`src/usb_ctl_pkg.sv`:
```
// Package: register map, field positions, reset values and timing for the USB control block
package usb_ctl_pkg;

  // ------------------------------------------------------------
  // Register offsets
  // ------------------------------------------------------------
  localparam logic [3:0] ADDR_CONTROL   = 4'h0;  // usb_control_reg
  localparam logic [3:0] ADDR_CONFIG    = 4'h1;  // usb_config_reg
  localparam logic [3:0] ADDR_STATUS    = 4'h2;  // transfer_status_window
  localparam logic [3:0] ADDR_EVENTS    = 4'h3;  // transaction_done_flag and pll status

  // ------------------------------------------------------------
  // Control register fields
  // ------------------------------------------------------------
  localparam int CTL_PPRST   = 6;  // pingpong_pointer_reset
  localparam int CTL_SE0     = 5;  // single_ended_zero_flag (read only)
  localparam int CTL_PACKET_DISABLE_FLAG  = 4;  // packet_disable_flag (clear only)
  localparam int CTL_ENABLE  = 3;  // module_enable
  localparam int CTL_RESUME  = 2;  // resume signalling
  localparam int CTL_SUSPEND = 1;  // suspend_ctrl

  // ------------------------------------------------------------
  // Config register fields
  // ------------------------------------------------------------
  localparam int CFG_EYE     = 7;  // eye_test_enable
  localparam int CFG_PULLUP  = 4;  // pullup_enable
  localparam int CFG_FS      = 2;  // full_speed_select
  localparam int CFG_PPB_LSB = 0;  // pingpong_mode_field, two bits

  // Events register fields
  localparam int EVT_TRN     = 0;  // transaction_done_flag
  localparam int EVT_PLL     = 1;  // pll_ready_flag mirror

  // ------------------------------------------------------------
  // Reset values and sizes
  // ------------------------------------------------------------
  localparam logic [7:0] CONTROL_RST = 8'h00;
  localparam logic [7:0] CONFIG_RST  = 8'h00;
  localparam logic [1:0] PPB_NONE    = 2'h0;  // no ping-pong buffering
  localparam int         NUM_BD      = 32;    // descriptor pointer bits
  localparam int         FIFO_DEPTH  = 4;     // status FIFO entries
  localparam logic [2:0] FIFO_FULL   = 3'h4;

  // ------------------------------------------------------------
  // Timing
  // ------------------------------------------------------------
  localparam int CLK_MHZ          = 100;
  localparam int EYE_FS_NS        = 83;   // one full-speed bit, rounded down
  localparam int EYE_LS_NS        = 666;  // one low-speed bit, rounded down
  localparam int EYE_FS_CYC       = (EYE_FS_NS * CLK_MHZ) / 1000;
  localparam int EYE_LS_CYC       = (EYE_LS_NS * CLK_MHZ) / 1000;

  // Line states driven to the transceiver
  typedef enum logic [1:0] {LINE_IDLE, LINE_J, LINE_K, LINE_SE0} line_e;

endpackage

```
`src/usb_ctl_top.sv`:
```
// USB device control and configuration registers with link-side control outputs
//
// Overview of operation
// - Enable activates engine, clears all pointer bits
// - Enable switches on pull-ups when the pull-up bit is set: soft attach
// - Readable single-ended-zero status bit
// - Pointer reset forces even buffers
// - Pointer reset ignored without ping-pong mode
// - SETUP token sets packet disable
// - Packet disable is clear-only from CPU
// - Pending events stay in status FIFO
// - Resume bit drives resume signalling
// - Suspend gates engine clock, low power
// - Suspended: attached, transceiver outputs idle unless the resume bit is set
// - Transceiver enabled with module enable
// - Speed select picks full or low
// - Pull-ups need pull-up bit and enable
// - Config field selects ping-pong mode
// - Eye pattern needs eye bit and enable
// - Eye test repeats J/K sequence forever
// - Status window over four-entry FIFO
//
// Our own choices: the address-and-strobe port and the placing of the registers.
`timescale 1ns/10ps
`default_nettype none
module usb_ctl_top
  import usb_ctl_pkg::*;
(
  // Clock, reset, enable
  input  wire logic              clk,
  input  wire logic              nrst,
  input  wire logic              ce,
  // Register port
  input  wire logic [3:0]        reg_addr,
  input  wire logic [7:0]        reg_wdata,
  input  wire logic              reg_wr,
  input  wire logic              reg_rd,
  output logic      [7:0]        reg_rdata,
  // Engine events
  input  wire logic              setup_token,
  input  wire logic              trn_push,
  input  wire logic [7:0]        trn_status,
  input  wire logic              line_se0,
  input  wire logic              pll_ready,
  // Engine control
  output logic                   engine_en,
  output logic                   engine_clk_en,
  output logic                   packets_en,
  output logic                   trn_fifo_full,
  output logic [NUM_BD-1:0]      pp_pointer,
  input  wire logic [NUM_BD-1:0] pp_toggle,
  // Transceiver
  output logic                   xcvr_en,
  output logic                   xcvr_full_speed,
  output logic                   xcvr_suspend,
  output logic                   pullup_on,
  output logic                   line_drive,
  output logic [1:0]             line_state
);

  // ------------------------------------------------------------
  // State
  // ------------------------------------------------------------
  typedef struct packed {
    logic [7:0]        ctl;       // usb_control_reg image
    logic [7:0]        cfg;       // usb_config_reg image
    logic              trn_done;  // transaction_done_flag
    logic [NUM_BD-1:0] pingpong_pointer_bit;      // Ping-pong pointer bits
    logic [7:0]        rdata;     // Read data, one cycle after strobe
    logic              eng_en;    // Registered outputs below
    logic              clk_en;
    logic              pkt_en;
    logic              fifo_full;
    logic              x_en;
    logic              x_fs;
    logic              x_susp;
    logic              pu;
    logic              drv;
    logic [1:0]        line;
  } ctl_s;

  ctl_s st_r;
  ctl_s st_nxt;

  // Child outputs
  logic [7:0] fifo_head;  // Head of status FIFO
  logic       fifo_ne;    // FIFO holds data
  logic       fifo_full;  // FIFO is full
  logic       fifo_pop;   // Firmware cleared the done flag
  logic       eye_k;      // Eye symbol is K
  logic       eye_run;    // Eye test active

  // Decoded controls
  logic enable;
  logic suspend;
  logic pp_mode;

  assign enable  = st_r.ctl[CTL_ENABLE];
  assign suspend = st_r.ctl[CTL_SUSPEND];
  assign pp_mode = (st_r.cfg[CFG_PPB_LSB+1:CFG_PPB_LSB] != PPB_NONE);
  assign eye_run = st_r.cfg[CFG_EYE] && enable && !suspend;

  // Done-flag write of 0 while set advances the FIFO
  // clear advances FIFO
  assign fifo_pop = reg_wr && (reg_addr == ADDR_EVENTS) && !reg_wdata[EVT_TRN] && st_r.trn_done;

  // ------------------------------------------------------------
  // Status FIFO and eye generator
  // ------------------------------------------------------------
  usb_status_fifo u_fifo (
    .clk       (clk),
    .nrst      (nrst),
    .ce        (ce),
    .push      (trn_push),
    .push_data (trn_status),
    .pop       (fifo_pop),
    .head      (fifo_head),
    .not_empty (fifo_ne),
    .full      (fifo_full)
  );

  usb_eye_gen u_eye (
    .clk        (clk),
    .nrst       (nrst),
    .ce         (ce),
    .run        (eye_run),
    .full_speed (st_r.cfg[CFG_FS]),
    .sym_k      (eye_k)
  );

  // ------------------------------------------------------------
  // Next state
  // ------------------------------------------------------------
  always_comb begin
    logic [7:0] rd;
    rd     = 8'h00;
    st_nxt = st_r;

    // SE0 status tracks the line every cycle
    // live line status
    st_nxt.ctl[CTL_SE0] = line_se0;

    // Register writes
    if (reg_wr) begin
      case (reg_addr)
        ADDR_CONTROL: begin
          st_nxt.ctl[CTL_PPRST]   = reg_wdata[CTL_PPRST];
          st_nxt.ctl[CTL_ENABLE]  = reg_wdata[CTL_ENABLE];
          st_nxt.ctl[CTL_RESUME]  = reg_wdata[CTL_RESUME];
          st_nxt.ctl[CTL_SUSPEND] = reg_wdata[CTL_SUSPEND];
          if (!reg_wdata[CTL_PACKET_DISABLE_FLAG]) begin
            st_nxt.ctl[CTL_PACKET_DISABLE_FLAG] = 1'b0;
          end
        end
        ADDR_CONFIG: begin
          st_nxt.cfg = reg_wdata & 8'h97;
        end
        ADDR_EVENTS: begin
          if (!reg_wdata[EVT_TRN]) begin
            st_nxt.trn_done = 1'b0;
          end
        end
        default: begin
          st_nxt.rdata = st_nxt.rdata;
        end
      endcase
    end

    // Engine sets; set wins over a simultaneous clear
    // SETUP disables packets
    if (setup_token && enable) begin
      st_nxt.ctl[CTL_PACKET_DISABLE_FLAG] = 1'b1;
    end
    // Done flag set by new data; re-asserts when FIFO still holds more
    // pending events kept
    if ((trn_push && !fifo_full) || (fifo_ne && !fifo_pop && !st_r.trn_done)) begin
      st_nxt.trn_done = 1'b1;
    end else if (fifo_pop && fifo_ne) begin
      st_nxt.trn_done = st_nxt.trn_done;
    end

    // Ping-pong pointers follow the engine, cleared on enable edge
    st_nxt.pingpong_pointer_bit = st_r.pingpong_pointer_bit ^ pp_toggle;
    if (reg_wr && reg_addr == ADDR_CONTROL && reg_wdata[CTL_ENABLE] && !enable) begin
      st_nxt.pingpong_pointer_bit = '0;
    end
    // reset to even only in ping-pong mode
    if (st_r.ctl[CTL_PPRST] && pp_mode) begin
      st_nxt.pingpong_pointer_bit = '0;
    end

    // Read data, valid in the cycle after the strobe only
    case (reg_addr)
      ADDR_CONTROL: rd = st_r.ctl & 8'h7E;
      ADDR_CONFIG:  rd = st_r.cfg;
      ADDR_STATUS:  rd = fifo_head;
      ADDR_EVENTS:  rd = {6'h00, pll_ready, st_r.trn_done};
      default:      rd = 8'h00;
    endcase
    st_nxt.rdata = reg_rd ? rd : 8'h00;

    // Engine controls
    // clock gated while suspended or disabled
    st_nxt.eng_en    = enable;
    st_nxt.clk_en    = enable && !suspend;
    st_nxt.pkt_en    = enable && !st_r.ctl[CTL_PACKET_DISABLE_FLAG];
    st_nxt.fifo_full = fifo_full;
    st_nxt.x_en      = enable;
    st_nxt.x_fs      = st_r.cfg[CFG_FS];
    st_nxt.x_susp    = enable && suspend;
    // pull-ups need both bits, kept during suspend
    st_nxt.pu        = enable && st_r.cfg[CFG_PULLUP];

    // Line driver priority: eye test, then resume, else released
    if (eye_run) begin
      st_nxt.drv  = 1'b1;
      st_nxt.line = eye_k ? LINE_K : LINE_J;
    end else if (enable && st_r.ctl[CTL_RESUME]) begin
      st_nxt.drv  = 1'b1;
      st_nxt.line = LINE_K;
    end else begin
      st_nxt.drv  = 1'b0;
      st_nxt.line = LINE_IDLE;
    end
  end

  // ------------------------------------------------------------
  // Register the state
  // ------------------------------------------------------------
  always_ff @(posedge clk or negedge nrst) begin
    if (!nrst) begin
      st_r     <= '0;
      st_r.ctl <= CONTROL_RST;
      st_r.cfg <= CONFIG_RST;
    end else if (ce) begin
      st_r <= st_nxt;
    end
  end

  // Outputs straight from flip-flops
  assign reg_rdata       = st_r.rdata;
  assign engine_en       = st_r.eng_en;
  assign engine_clk_en   = st_r.clk_en;
  assign packets_en      = st_r.pkt_en;
  assign trn_fifo_full   = st_r.fifo_full;
  assign pp_pointer      = st_r.pingpong_pointer_bit;
  assign xcvr_en         = st_r.x_en;
  assign xcvr_full_speed = st_r.x_fs;
  assign xcvr_suspend    = st_r.x_susp;
  assign pullup_on       = st_r.pu;
  assign line_drive      = st_r.drv;
  assign line_state      = st_r.line;

endmodule
`default_nettype wire

```
`src/usb_status_fifo.sv`:
```
// Four-entry transfer status FIFO read through the status window
`timescale 1ns/10ps
`default_nettype none
module usb_status_fifo
  import usb_ctl_pkg::*;
(
  // Clock and reset
  input  wire logic       clk,
  input  wire logic       nrst,
  input  wire logic       ce,
  // Push side from the engine
  input  wire logic       push,
  input  wire logic [7:0] push_data,
  // Advance from firmware clearing the done flag
  input  wire logic       pop,
  // Head of queue
  output logic      [7:0] head,
  output logic            not_empty,
  output logic            full
);

  typedef struct packed {
    logic [FIFO_DEPTH-1:0][7:0] mem;  // Entries
    logic [1:0]                 rd;   // Read pointer
    logic [1:0]                 wr;   // Write pointer
    logic [2:0]                 cnt;  // Fill level
  } fifo_s;

  fifo_s st_r;
  fifo_s st_nxt;

  // ------------------------------------------------------------
  // Next state
  // ------------------------------------------------------------
  // Push is refused when full; the engine answers the host with NAK then
  always_comb begin
    logic do_push;
    logic do_pop;
    st_nxt  = st_r;
    do_push = push && (st_r.cnt != FIFO_FULL);
    do_pop  = pop && (st_r.cnt != 3'h0);
    if (do_push) begin
      st_nxt.mem[st_r.wr] = push_data;
      st_nxt.wr           = st_r.wr + 2'h1;
    end
    if (do_pop) begin
      st_nxt.rd = st_r.rd + 2'h1;
    end
    st_nxt.cnt = st_r.cnt + {2'h0, do_push} - {2'h0, do_pop};
  end

  // Register the state
  always_ff @(posedge clk or negedge nrst) begin
    if (!nrst) begin
      st_r <= '0;
    end else if (ce) begin
      st_r <= st_nxt;
    end
  end

  assign head      = st_r.mem[st_r.rd];
  assign not_empty = (st_r.cnt != 3'h0);
  assign full      = (st_r.cnt == FIFO_FULL);

endmodule
`default_nettype wire

```
`src/usb_eye_gen.sv`:
```
// Eye-pattern J/K toggler for the transceiver test mode
`timescale 1ns/10ps
`default_nettype none
module usb_eye_gen
  import usb_ctl_pkg::*;
(
  // Clock and reset
  input  wire logic clk,
  input  wire logic nrst,
  input  wire logic ce,
  // Control
  input  wire logic run,
  input  wire logic full_speed,
  // Pattern out: high means K, low means J
  output logic      sym_k
);

  typedef struct packed {
    logic [7:0] cnt;  // Bit-time counter
    logic       k;    // Current symbol
    logic       on;   // Pattern has started
  } eye_s;

  eye_s st_r;
  eye_s st_nxt;

  // ------------------------------------------------------------
  // Symbol timing
  // ------------------------------------------------------------
  // Low speed starts on J, full speed on K; restarts whenever run drops.
  // Speed and run may change on the same write, so the first symbol is
  // taken from the live speed bit rather than from a stale register.
  always_comb begin
    logic [7:0] last;
    last   = full_speed ? 8'(EYE_FS_CYC - 1) : 8'(EYE_LS_CYC - 1);
    st_nxt = st_r;
    if (!run) begin
      st_nxt.cnt = 8'h00;
      st_nxt.k   = full_speed;
      st_nxt.on  = 1'b0;
    end else if (!st_r.on) begin
      // First cycle of the pattern counts as the first bit-time cycle
      st_nxt.cnt = 8'h01;
      st_nxt.k   = full_speed;
      st_nxt.on  = 1'b1;
    end else if (st_r.cnt >= last) begin
      st_nxt.cnt = 8'h00;
      st_nxt.k   = !st_r.k;
    end else begin
      st_nxt.cnt = st_r.cnt + 8'h01;
    end
  end

  // Register the state
  always_ff @(posedge clk or negedge nrst) begin
    if (!nrst) begin
      st_r <= '0;
    end else if (ce) begin
      st_r <= st_nxt;
    end
  end

  // Before start the live speed bit picks the opening symbol
  assign sym_k = st_r.on ? st_r.k : full_speed;

endmodule
`default_nettype wire

```
`config.mk`:
```
export PLATFORM = sky130hd
export DESIGN_NAME = usb_ctl_top
export DESIGN_NICKNAME = d
export VERILOG_FILES = /design/src/usb_ctl_pkg.sv /design/src/usb_ctl_top.sv /design/src/usb_status_fifo.sv /design/src/usb_eye_gen.sv
export SDC_FILE = /design/constraint.sdc
export NUM_CORES = 1
export LEC_CHECK = 0
export ABC_AREA = 0
export BUFFER_PORTS_ARGS = -buffer_cell sky130_fd_sc_hd__buf_2
export CAP_MARGIN = 20
export CORE_ASPECT_RATIO = 0.6
export CORE_MARGIN = 2
export CORE_UTILIZATION = 40
export CTS_BUF_LIST = sky130_fd_sc_hd__clkbuf_4 sky130_fd_sc_hd__clkbuf_8 sky130_fd_sc_hd__clkbuf_16
export DETAILED_ROUTE_END_ITERATION = 8
export PLACE_DENSITY = 0.68
export REMOVE_ABC_BUFFERS = 1
export SYNTH_ARGS = -nofsm -noshare
export SYNTH_HDL_FRONTEND = slang
export SYNTH_SLANG_ARGS = --single-unit
```
`constraint.sdc`:
```
create_clock -name clk -period 4.4 [get_ports clk]
set_input_delay 0.66 -clock clk [delete_from_list [all_inputs] [get_ports clk]]
set_output_delay 0.66 -clock clk [all_outputs]
set_load 0.03 [all_outputs]
```
**Yosys cells after proc, flatten, opt, wreduce, memory -nomap -nowiden**

Cells that the tools add are included.

- Input bits: 61
- Word-level logic and storage cells: 114
- Output and inout port bits: 51
- Flip-flop bits (word level): 111

- $add $sub $neg: 5
- Equality and inequality tests: 8
- Multiplexer cells: 26
- $lt $le $gt $ge: 4
- Bitwise gates (word level): 1
- Reduce and logical (&&, ||, !) cells: 44

Operators by type and width:

| cell | number |
|---|---|
| $mux 32 | 2 |
| $bwmux 32 | 1 |
| $mux 8 | 4 |
| $pmux 8 s4 | 1 |
| $xor 32x32->32 | 1 |
| $logic_and 1x1->1 | 21 |
| $bmux 8 s2 | 1 |
| $demux 8 s2 | 1 |
| $mux 10 | 1 |
| $reduce_bool 2->1 | 5 |
| $mux 9 | 1 |
| $add 8x1->8 const B | 1 |
| $eq 4x2->1 const B | 2 |
| $ge 8x8->1 | 1 |
| $logic_not 1->1 | 8 |
| $mux 1 | 8 |
| $mux 4 | 2 |
| $reduce_and 4->1 | 2 |
| $mux 7 | 1 |
| $lt 2x3->1 const B | 2 |
| $mux 3 | 2 |
| $ne 3x3->1 const B | 2 |
| $reduce_and 2->1 | 3 |
| $reduce_and 3->1 | 2 |
| 11 further kinds | 13 |

**Longest topological paths before layout**

Gate-level depths: netlist of the first run.

- Depth after elaboration: 10
- Mapped depth: 10
- Gate-level depth less buffers: 9

**Hierarchy**

Synthesis of the first run repeated with hierarchy kept, for this count alone.

- Cell total of the unflattened synthesis: 512
- Area total of the unflattened synthesis: 5906.9 µm²

By module, submodules not included:

| module | area each (µm²) | instances | cells each |
|---|---|---|---|
| usb_ctl_top | 3483.3 | 1 | 342 |
| usb_status_fifo | 1864.3 | 1 | 116 |
| usb_eye_gen | 559.3 | 1 | 54 |

**Least setup slack after synthesis of the first run**

No wires, ideal clock.

- Path kind: input -> register
- Start point: input port reg_addr[0]
- End point: register u_fifo.st_r[2] (netlist name)
- Setup slack: 1.814 ns
- Stages on the path: 10
- Path buffers: 1
- Setup time: 0.122 ns
- Data arrival time: 2.463 ns
- Cell sequence: buf_6 -> or3b_4 -> nor3_4 -> ha_1 -> inv_1 -> ha_1 -> fa_1 -> xnor2_1 -> nand2_1 -> xnor2_1

- Word-level cells in the longest chain between the ends: 6

Ends and longest elaborated chain:

| item | line | RTL |
|---|---|---|
| start: declaration | usb_ctl_top.sv:34 | `input wire logic [3:0] reg_addr,` |
| $eq 4x2->1 | usb_ctl_top.sv:105 | `assign fifo_pop = reg_wr && (reg_addr == ADDR_EVENTS) && !reg_wdata[EVT_TRN] && st_r.trn_done;` |
| $logic_and 1x1->1 (3 in a row) | usb_ctl_top.sv:105 |  |
| $logic_and 1x1->1 | usb_status_fifo.sv:41 | `do_pop = pop && (st_r.cnt != 3'h0);` |
| $sub 3x1->3 | usb_status_fifo.sv:49 | `st_nxt.cnt = st_r.cnt + {2'h0, do_push} - {2'h0, do_pop};` |
| end signal: assignment | usb_status_fifo.sv:57 | `st_r <= st_nxt;` |
| end: declaration | usb_status_fifo.sv:29 | `fifo_s st_r;` |

Every way passes these cells.
A chain may end at the register's enable or synchronous reset.

**Final worst setup path of the first run**

Ends and elaborated chain as after synthesis.

==> results.json, run 1 <==
{
  "syn_area_per_cell_sq_um": 11.58,
  "grt_pass1_wl_um": 18410,
  "critPathArrivalTime_ns": 2.77,
  "grt_util_all_layers_pct": 16.10,
  "synth_async_sr_flop_share_pct": 100.0,
  "drt_wl_total_um": 11380,
  "portBuffers": 110,
  "r2r-start": "u_fifo.st_r[1]$_DFFE_PN0P_",
  "drc": 0,
  "reg2reg_depth": 9,
  "post-route-period-util_pct": 57.68,
  "synthTopCellsByArea": "dfrtp_1 (50%), mux2_2 (8.4%), buf_4 (6.1%)",
  "syn-cell-area_sq_um": 5510,
  "fmaxAchievable_ghz": 0.3940,
  "synth.distinct_cells": 49,
  "ctsRootBufferMaster": "clkbuf_16",
  "finalSetupViolCount": 0,
  "critPathRequiredTime_ns": 4.63,
  "synth_seq_area_share_pct": 50.41,
  "power.density_nw_per_um2": 616.5,
  "critPathKind": "input port to register",
  "drive_gt1_share_pct": 35.91,
  "postCtsSetupRepairBufs": 0,
  "fin_area_sq_um": 6151,
  "grt_setup_unrepaired": "no",
  "rrSetupSlack_ns": 2.00,
  "hold_class": "input port to async pin",
  "synth-warning-count": 0,
  "first_global_vias": 3563,
  "yosysTopAreaCellShare_pct": 50.41,
  "synth-simple-area-share_pct": 12.28,
  "path_clk_slew_ns": 0.07,
  "grt_max_degree": 50,
  "finalHoldViolCount": 0,
  "status": "finished clean",
  "synth_edf_count": 0,
  "htree_levels": 3,
  "ctsResizeCount": 0,
  "muxShareOfSynthArea_pct": 13.78,
  "antenna_left": 0,
  "fin_setup_tns_ns": 0,
  "num_vias": 3530,
  "worstReg2RegEnd": "u_fifo.st_r[2]$_DFFE_PN0P_",
  "worst_pin_slew_ns": 0.8615,
  "ir_drop_v": 0.0004490,
  "startpoint_type": "input port",
  "relSlewSlack_pct": 42.35,
  "critPathCaptureType": "register",
  "avgRoutedWirePerCell_um": 15.82,
  "slew_viol_final": 0,
  "fp-row-count": 33,
  "worstPathMaxFanout": 8,
  "area_growth_pct": 11.63,
  "synth-main-ff-cell": "dfrtp_1",
  "cts_made_buffers": 9,
  "maxCapViolCount": 0,
  "synth_top_cell_by_area": "dfrtp_1",
  "multi_input_comb_area_sq_um": 2206,
  "die_w_um": 155.5,
  "synth_top_family_by_area": "multiplexers",
  "start_util_pct": 40.69,
  "final.min_clock_period_ns": 2.538,
  "p_leak_nw": 2.913,
  "dieArea_sq_um": 14760,
  "globalplace.congestion": 0.8356,
  "cts_sinks": 111,
  "first_pass_iters": 4,
  "fill_cells": 1273,
  "dp_hpwl_um": 8254,
  "synth-seq-cells": 111,
  "synth_compound_area_share_pct": 4.496,
  "antenna_found_initial": 1,
  "first_iter_violations": 216,
  "syn_inst": 476,
  "seqCellArea_sq_um": 2778,
  "fin_nets": 610,
  "cts_tree": "built",
  "die_h_um": 94.92,
  "avgViaCountPerCell": 4.910,
  "grt_overflow_total": 0,
  "final.setup_skew_ns": 0.01185,
  "synth_fa_ha_area_share_pct": 2.634,
  "io-pin-count": 112,
  "clockBufferDepth": 2,
  "synth_xor_area_share_pct": 6.835,
  "dpl_cell_area_sq_um": 5846,
  "holdBufCountCts": 0,
  "core-area_sq_um": 13540,
  "clk_latency_ns": 0.35
}
-- cells in the final DEF (no fill, tap or decap), types with 2 or more instances in the layout --
cell type  count
clkinv_2       2
inv_6          2
a221o_1        3
o221ai_1       4
and3b_1        2
mux2i_1        5
dfrtp_1      111
o211ai_1       2
nand2_4        4
nor2b_1        6
nand2b_1       2
nand3_1        7
nand2_1       53
ha_1          10
nor2_2         3
buf_4          4
clkbuf_16      9
nand4_1        3
xnor2_1        8
a21oi_1        5
inv_1         18
nor3_1         4
buf_2        109
mux4_2         8
o21ai_0       12
mux2_2        41
nand3_2        2
mux2_1         6
nor2_1        41
xor2_1        35
-- cell usage after synthesis, types with 2 or more instances --
master / number
xnor2_1: 8
nor3_1: 4
nor2b_1: 6
mux2i_1: 5
a21oi_1: 5
a221o_1: 3
ha_1: 10
o211ai_1: 2
xor2_1: 35
o21ai_0: 12
mux4_2: 8
nand3_2: 2
dfrtp_1: 111
nand2b_1: 2
nand2_1: 53
clkbuf_1: 5
mux2_1: 6
nand2_4: 4
nand4_1: 3
buf_2: 4
and3b_1: 2
nand3_1: 7
buf_4: 45
nor2_1: 41
nor2_2: 3
inv_1: 18
buf_6: 7
mux2_2: 41
o221ai_1: 4
-- state kept, by name, summed over array words and instances (netlist names) --
signal	cells
xcvr_en	1
xcvr_suspend	1
reg_rdata	8
enable	1
line_drive	1
packets_en	1
u_fifo.st_r	39
engine_clk_en	1
pp_pointer	32
xcvr_full_speed	1
trn_fifo_full	1
st_nxt	1
u_eye.st_r	10
st_r	10
pullup_on	1
line_state	2
-- cells by family after synthesis --
| group | after synthesis |
|---|---|
| AND/OR/NAND/NOR | 136 |
| flip-flops | 111 |
| buffers and inverters | 80 |
| multiplexers | 60 |
| XOR/XNOR | 43 |
| AO/OA/AOI/OAI | 35 |
| adder cells (fa/ha/maj) | 11 |
-- routing by layer --
metal  wire (um)  track usage (%)  vias to the layer above
met5           0                0                        -
met4         162            4.740                        0
met3         578            4.452                       10
met2        5226            25.52                       88
met1        5409            21.79                     1755
li1            -                -                     1677
-- layout make-up --
class,instances,area share [%]
Inverter,18,1.098
Sequential cell,111,45.16
Timing Repair Buffer,113,9.357
Multi-Input combinational cell,285,35.86
Antenna cell,1,0.04068
Tap cell,175,3.560
Clock inverter,7,1.261
Clock buffer,9,3.662
-- worst max-delay path, cell delays in order --
cell and delay (ns):
buf_2 0.21, or3b_4 0.46, nor3_4 0.25, ha_1 0.17, inv_1 0.04, ha_1 0.20
fa_1 0.39, xnor2_1 0.16, nand2_1 0.08, xnor2_1 0.15
-- power by group --
part / internal (mW) / total [mW] / switching [mW] / leakage [nW]
sequential: 1.39 / 1.66 / 0.272 / 1.37
combinational: 0.544 / 1.30 / 0.752 / 1.39
clock: 0.449 / 0.836 / 0.387 / 0.152
-- per-stage QoR --
step | hold WS [ns] | utilization (%) | setup WS [ns] | power (mW) | cells
final | 0.2645 | 45.42 | 1.862 | 3.792 | 719
after global routing | 0.2894 | 45.40 | 1.733 | 4.019 | 718
after CTS | 0.2669 | 45.40 | 1.871 | 3.840 | 718
after detailed placement | 0.4782 | 43.16 | 1.497 | 2.983 | 702
after global placement | 0.4687 | 43.16 | 1.558 | 2.914 | 702
after floorplan | 0.3644 | - | 1.917 | 2.557 | 414
-- worst max-delay path by stage --
stage,start,end,slack [ns],cells after the start
2_1_floorplan,reg_addr[3],u_fifo.st_r[2]$_DFFE_PN0P_,1.92,9
3_3_place_gp,reg_addr[0],u_fifo.st_r[2]$_DFFE_PN0P_,1.56,10
3_5_place_dp,reg_addr[0],u_fifo.st_r[2]$_DFFE_PN0P_,1.50,10
4_1_cts,reg_addr[0],u_fifo.st_r[2]$_DFFE_PN0P_,1.87,10
5_1_grt,reg_addr[0],u_fifo.st_r[2]$_DFFE_PN0P_,1.73,10
6_report,reg_addr[0],u_fifo.st_r[2]$_DFFE_PN0P_,1.86,10
(Power assumes the default switching activity.)
==> run 2, diff against run 1 <==
==> constraint.sdc (replaced) <==
create_clock -name clk -period 2.45 [get_ports clk]
set_input_delay 0.3675 -clock clk [delete_from_list [all_inputs] [get_ports clk]]
set_output_delay 0.3675 -clock clk [all_outputs]
set_load 0.03 [all_outputs]
==> results.json, run 2 (synthesized netlist as in run 1, its figures left out) <==
{
  "die_h_um": 94.92,
  "grt_pass1_wl_um": 18570,
  "maxCapViolCount": 0,
  "fin_nets": 615,
  "mostFrequentLayoutCells": "dfrtp_1 (111), buf_2 (109), nand2_1 (53)",
  "avgViaCountPerCell": 4.902,
  "startpoint": "u_fifo.st_r[1]$_DFFE_PN0P_",
  "clockBufferDepth": 2,
  "cts_sinks": 111,
  "die_w_um": 155.5,
  "grt_setup_unrepaired": "no",
  "worst_pin_slew_ns": 0.5815,
  "dp_hpwl_um": 8226,
  "first_iter_violations": 231,
  "violations": "hold timing",
  "finalSetupViolCount": 0,
  "path_clk_slew_ns": 0.08,
  "fin_setup_tns_ns": 0,
  "relSlewSlack_pct": 61.23,
  "antenna_cells": 0,
  "largest_reg_flops": 39,
  "dieArea_sq_um": 14760,
  "ctsRootBufferMaster": "clkbuf_16",
  "htree_levels": 3,
  "finalHoldViolCount": 7,
  "globalplace.congestion": 0.8413,
  "placedCellCount": 707,
  "drc": 0,
  "drt_wl_total_um": 11170,
  "first_pass_iters": 4,
  "area_growth_pct": 12.83,
  "power.density_nw_per_um2": 1099,
  "dpl_cell_area_sq_um": 5908,
  "io-pin-count": 112,
  "fin_hold_ws_ns": -0.006134,
  "worstReg2RegEnd": "u_fifo.st_r[2]$_DFFE_PN0P_",
  "worstPathMaxFanout": 4,
  "final.min_clock_period_ns": 2.204,
  "ir_drop_v": 0.0006714,
  "grt_util_all_layers_pct": 16.22,
  "regMostFlops": "u_fifo.st_r",
  "r2r-start": "u_fifo.st_r[1]$_DFFE_PN0P_",
  "start_util_pct": 40.69,
  "grt_overflow_total": 0,
  "ctsResizeCount": 0,
  "core-area_sq_um": 13540,
  "hold_class": "input port to async pin",
  "fin_total_pwr_mw": 6.835,
  "holdBufCountCts": 0,
  "crit_end": "u_fifo.st_r[2]$_DFFE_PN0P_",
  "mostFrequentLayoutCell": "dfrtp_1",
  "p_leak_nw": 2.951,
  "critPathCaptureType": "register",
  "fp-row-count": 33,
  "startpoint_type": "register",
  "num_vias": 3544,
  "fin_area_sq_um": 6217,
  "critPathKind": "register to register",
  "final.setup_skew_ns": 0.007767,
  "slew_viol_final": 0,
  "fmaxAchievable_ghz": 0.4537,
  "fill_cells": 1221,
  "drive_gt1_share_pct": 36.50,
  "avgRoutedWirePerCell_um": 15.46,
  "critPathArrivalTime_ns": 2.44,
  "antenna_left": 0,
  "reg2reg_depth": 10,
  "clk_latency_ns": 0.34,
  "antenna_found_initial": 0,
  "stdcell_count": 723,
  "portBuffers": 110,
  "postCtsSetupRepairBufs": 0,
  "cts_tree": "built",
  "grt_max_degree": 71,
  "post-route-period-util_pct": 89.97,
  "rrSetupSlack_ns": 0.25,
  "first_global_vias": 3576,
  "cts_made_buffers": 9,
  "critPathRequiredTime_ns": 2.68,
  "status": "finished, violations left"
}
## run 2: cell count changes in the layout (fill, tap and decap cells not counted)
cell	previous run	this run
buf_4	4	7
diode_2	1	0
buf_12	0	2
inv_8	1	2
clkinv_4	1	0
clkinv_2	2	1
inv_6	2	3
## run 2: critical path: stages (launching register included)
cell and delay (ns):
dfrtp_1 0.43, nor3_1 0.21, buf_4 0.15, nor3_4 0.04
ha_1 0.27, inv_1 0.04, ha_1 0.20, fa_1 0.38
xnor2_1 0.16, nand2_1 0.08, xnor2_1 0.13
## run 2: worst min path at each step
stage	to	slack, ns	depth (start not counted)
floorplan	enable$_DFFE_PN0P_	0.07	0
global placement	u_fifo.st_r[17]$_DFFE_PN0P_	0.38	1
detailed placement	u_fifo.st_r[17]$_DFFE_PN0P_	0.39	1
CTS	u_fifo.st_r[17]$_DFFE_PN0P_	0.004	1
global route	u_fifo.st_r[17]$_DFFE_PN0P_	0.02	1
finish	u_fifo.st_r[25]$_DFFE_PN0P_	-0.006	1
## run 2: cell type report
type | instances | area, sq um | share of cell area [%]
multi-input combinational | 285 | 2206 | 35.48
clock inverter | 7 | 83.83 | 1.348
tap | 175 | 219.0 | 3.522
inverter | 18 | 67.56 | 1.087
sequential | 111 | 2778 | 44.68
timing repair buffer | 118 | 638.1 | 10.26
clock buffer | 9 | 225.2 | 3.622
## run 2: metal layers
layer  track usage (%)  up-vias  wire length, um
met5                 0        -                0
met4             4.817        0              131
met3             4.176        8              527
met2             24.59       90             5071
met1             23.01     1765             5443
li1                  -     1681                -
## run 2: report_power, final
| part | leakage [nW] | switching, mW | internal (mW) |
|---|---|---|---|
| Sequential | 1.37 | 0.472 | 2.49 |
| Clock | 0.155 | 0.699 | 0.818 |
| Combinational | 1.42 | 1.35 | 1.00 |
| Total | 2.95 | 2.52 | 4.31 |
## run 2: per-stage QoR
step | hold slack, ns | utilization [%] | worst slack [ns]
6_report | -0.006134 | 45.91 | 0.2457
5_1_grt | 0.01777 | 45.91 | 0.1124
4_1_cts | 0.004451 | 45.91 | 0.2256
3_5_place_dp | 0.3852 | 43.63 | 0.01646
3_3_place_gp | 0.3759 | 43.63 | 0.08684
2_1_floorplan | 0.07191 | - | 0.2598
==> run 3, diff against run 2 <==
--- a/config.mk
+++ b/config.mk
@@ -10,10 +10,10 @@
 export CAP_MARGIN = 20
 export CORE_ASPECT_RATIO = 0.6
 export CORE_MARGIN = 2
-export CORE_UTILIZATION = 40
+export CORE_UTILIZATION = 50
 export CTS_BUF_LIST = sky130_fd_sc_hd__clkbuf_4 sky130_fd_sc_hd__clkbuf_8 sky130_fd_sc_hd__clkbuf_16
 export DETAILED_ROUTE_END_ITERATION = 8
-export PLACE_DENSITY = 0.68
+export PLACE_DENSITY = 0.81
 export REMOVE_ABC_BUFFERS = 1
 export SYNTH_ARGS = -nofsm -noshare
 export SYNTH_HDL_FRONTEND = slang
==> results.json, run 3 (synthesized netlist as in run 1, its figures left out) <==
{
  "clk_latency_ns": 0.35,
  "swShare_pct": 37.43,
  "num_vias": 3562,
  "power.net_switching_mw": 2.526,
  "avgRoutedWirePerCell_um": 16.44,
  "final.min_clock_period_ns": 2.225,
  "startpoint_type": "register",
  "htree_levels": 3,
  "antenna_cells": 0,
  "finish.utilization_pct": 57.73,
  "critPathKind": "register to register",
  "holdBufCountCts": 0,
  "io-pin-count": 112,
  "finalHoldViolCount": 0,
  "p_leak_nw": 2.935,
  "start_util_pct": 51.83,
  "dieArea_sq_um": 11900,
  "p_int_mw": 4.223,
  "die_h_um": 85.32,
  "core-area_sq_um": 10630,
  "fin_nets": 615,
  "dp_hpwl_um": 8202,
  "avgViaCountPerCell": 5.185,
  "mostFrequentLayoutCell": "dfrtp_1",
  "p_seq_share_pct": 44.1,
  "finalSetupViolCount": 0,
  "cts_made_buffers": 9,
  "clockBufferDepth": 2,
  "postCtsSetupRepairBufs": 0,
  "drt_wl_total_um": 11300,
  "grt_setup_unrepaired": "no",
  "antenna_left": 0,
  "drc": 0,
  "ctsRootBufferMaster": "clkbuf_16",
  "power.density_nw_per_um2": 1100,
  "ir_drop_v": 0.0006555,
  "grt_util_all_layers_pct": 20.23,
  "maxCapViolCount": 0,
  "combPwrFrac_pct": 34.7,
  "portBuffers": 110,
  "fp-row-count": 29,
  "reg2reg_depth": 10,
  "first_pass_iters": 4,
  "worst_pin_slew_ns": 0.6410,
  "fill_cells": 884,
  "drive_gt1_share_pct": 36.50,
  "hold_class": "input port to async pin",
  "pwr-share-clk_pct": 21.1,
  "status": "finished clean",
  "antenna_found_initial": 0,
  "largest_reg_flops": 39,
  "mostFrequentLayoutCells": "dfrtp_1 (111), buf_2 (109), nand2_1 (53)",
  "path_clk_slew_ns": 0.08,
  "die_w_um": 139.5,
  "grt_max_degree": 63,
  "final.setup_skew_ns": 0.008136,
  "fin_setup_tns_ns": 0,
  "worstPathMaxFanout": 4,
  "critPathRequiredTime_ns": 2.69,
  "relSlewSlack_pct": 57.27,
  "first_global_vias": 3732,
  "fin_hold_ws_ns": 0.008341,
  "grt_overflow_total": 0,
  "critPathCaptureType": "register",
  "grt_pass1_wl_um": 18880,
  "slew_viol_final": 0,
  "globalplace.congestion": 0.8461,
  "fmaxAchievable_ghz": 0.4494,
  "cts_tree": "built",
  "post-route-period-util_pct": 90.83,
  "regMostFlops": "u_fifo.st_r",
  "cts_sinks": 111,
  "critPathArrivalTime_ns": 2.47,
  "ctsResizeCount": 0,
  "area_growth_pct": 11.38,
  "first_iter_violations": 239
}
run 3: path summary, 6_finish.rpt:
check | to | slack (ns) | start
max in group asynchronous | u_fifo.st_r[8]$_DFFE_PN0P_ | 1.69 | nrst
worst max-delay path | u_fifo.st_r[2]$_DFFE_PN0P_ | 0.22 | u_fifo.st_r[1]$_DFFE_PN0P_
worst min register to register | u_fifo.st_r[2]$_DFFE_PN0P_ | 0.50 | u_fifo.st_r[2]$_DFFE_PN0P_
worst max register to register | u_fifo.st_r[2]$_DFFE_PN0P_ | 0.22 | u_fifo.st_r[1]$_DFFE_PN0P_
min in group clk | st_r[66]$_DFFE_PN0P_ | 0.25 | reg_wdata[6]
worst min-delay path | u_fifo.st_r[2]$_DFFE_PN0P_ | 0.008 | nrst
run 3: layout make-up:
type / count / area (sq um) / share of cell area (%)
clock buffer: 11 / 240.2 / 3.914
clock inverter: 5 / 46.29 / 0.7543
inverter: 18 / 67.56 / 1.101
multi-input combinational: 285 / 2206 / 35.94
sequential: 111 / 2778 / 45.26
tap: 139 / 173.9 / 2.834
timing repair buffer: 118 / 625.6 / 10.19
run 3: worst max-delay path, stage by stage, from the launching register on:
cell and delay [ns]:
dfrtp_1 0.43, nor3_1 0.20, buf_4 0.15, nor3_4 0.04, ha_1 0.27, inv_1 0.04, ha_1 0.20, fa_1 0.39
xnor2_1 0.17, nand2_1 0.09, xnor2_1 0.13
run 3: power by group through the flow:
stage	Combinational [mW]	Sequential (mW)	Clock, mW
2_1_floorplan	1.08	3.51	0
3_3_place_gp	2.28	2.96	0
3_5_place_dp	2.37	3.00	0
4_1_cts	2.37	2.98	1.46
5_1_grt	2.53	3.06	1.54
6_report	2.34	2.98	1.43
run 3: stage by stage:
stage	power, mW	setup slack (ns)	std cells	instance area [sq um]
final	6.749	0.2247	687	6137
after global routing	7.140	0.08381	687	6137
after CTS	6.811	0.2088	687	6137
after detailed placement	5.369	-0.006124	671	5851
after global placement	5.238	0.09985	671	5851
after floorplan	4.593	0.2598	414	5051
run 3: metal layers:
metal,part of all wire [%],wire [um],GRT usage (%)
met2,46,5223,30.88
met3,5.7,640,6.321
met5,0,0,0
met1,47,5329,28.58
met4,0.91,103,4.959
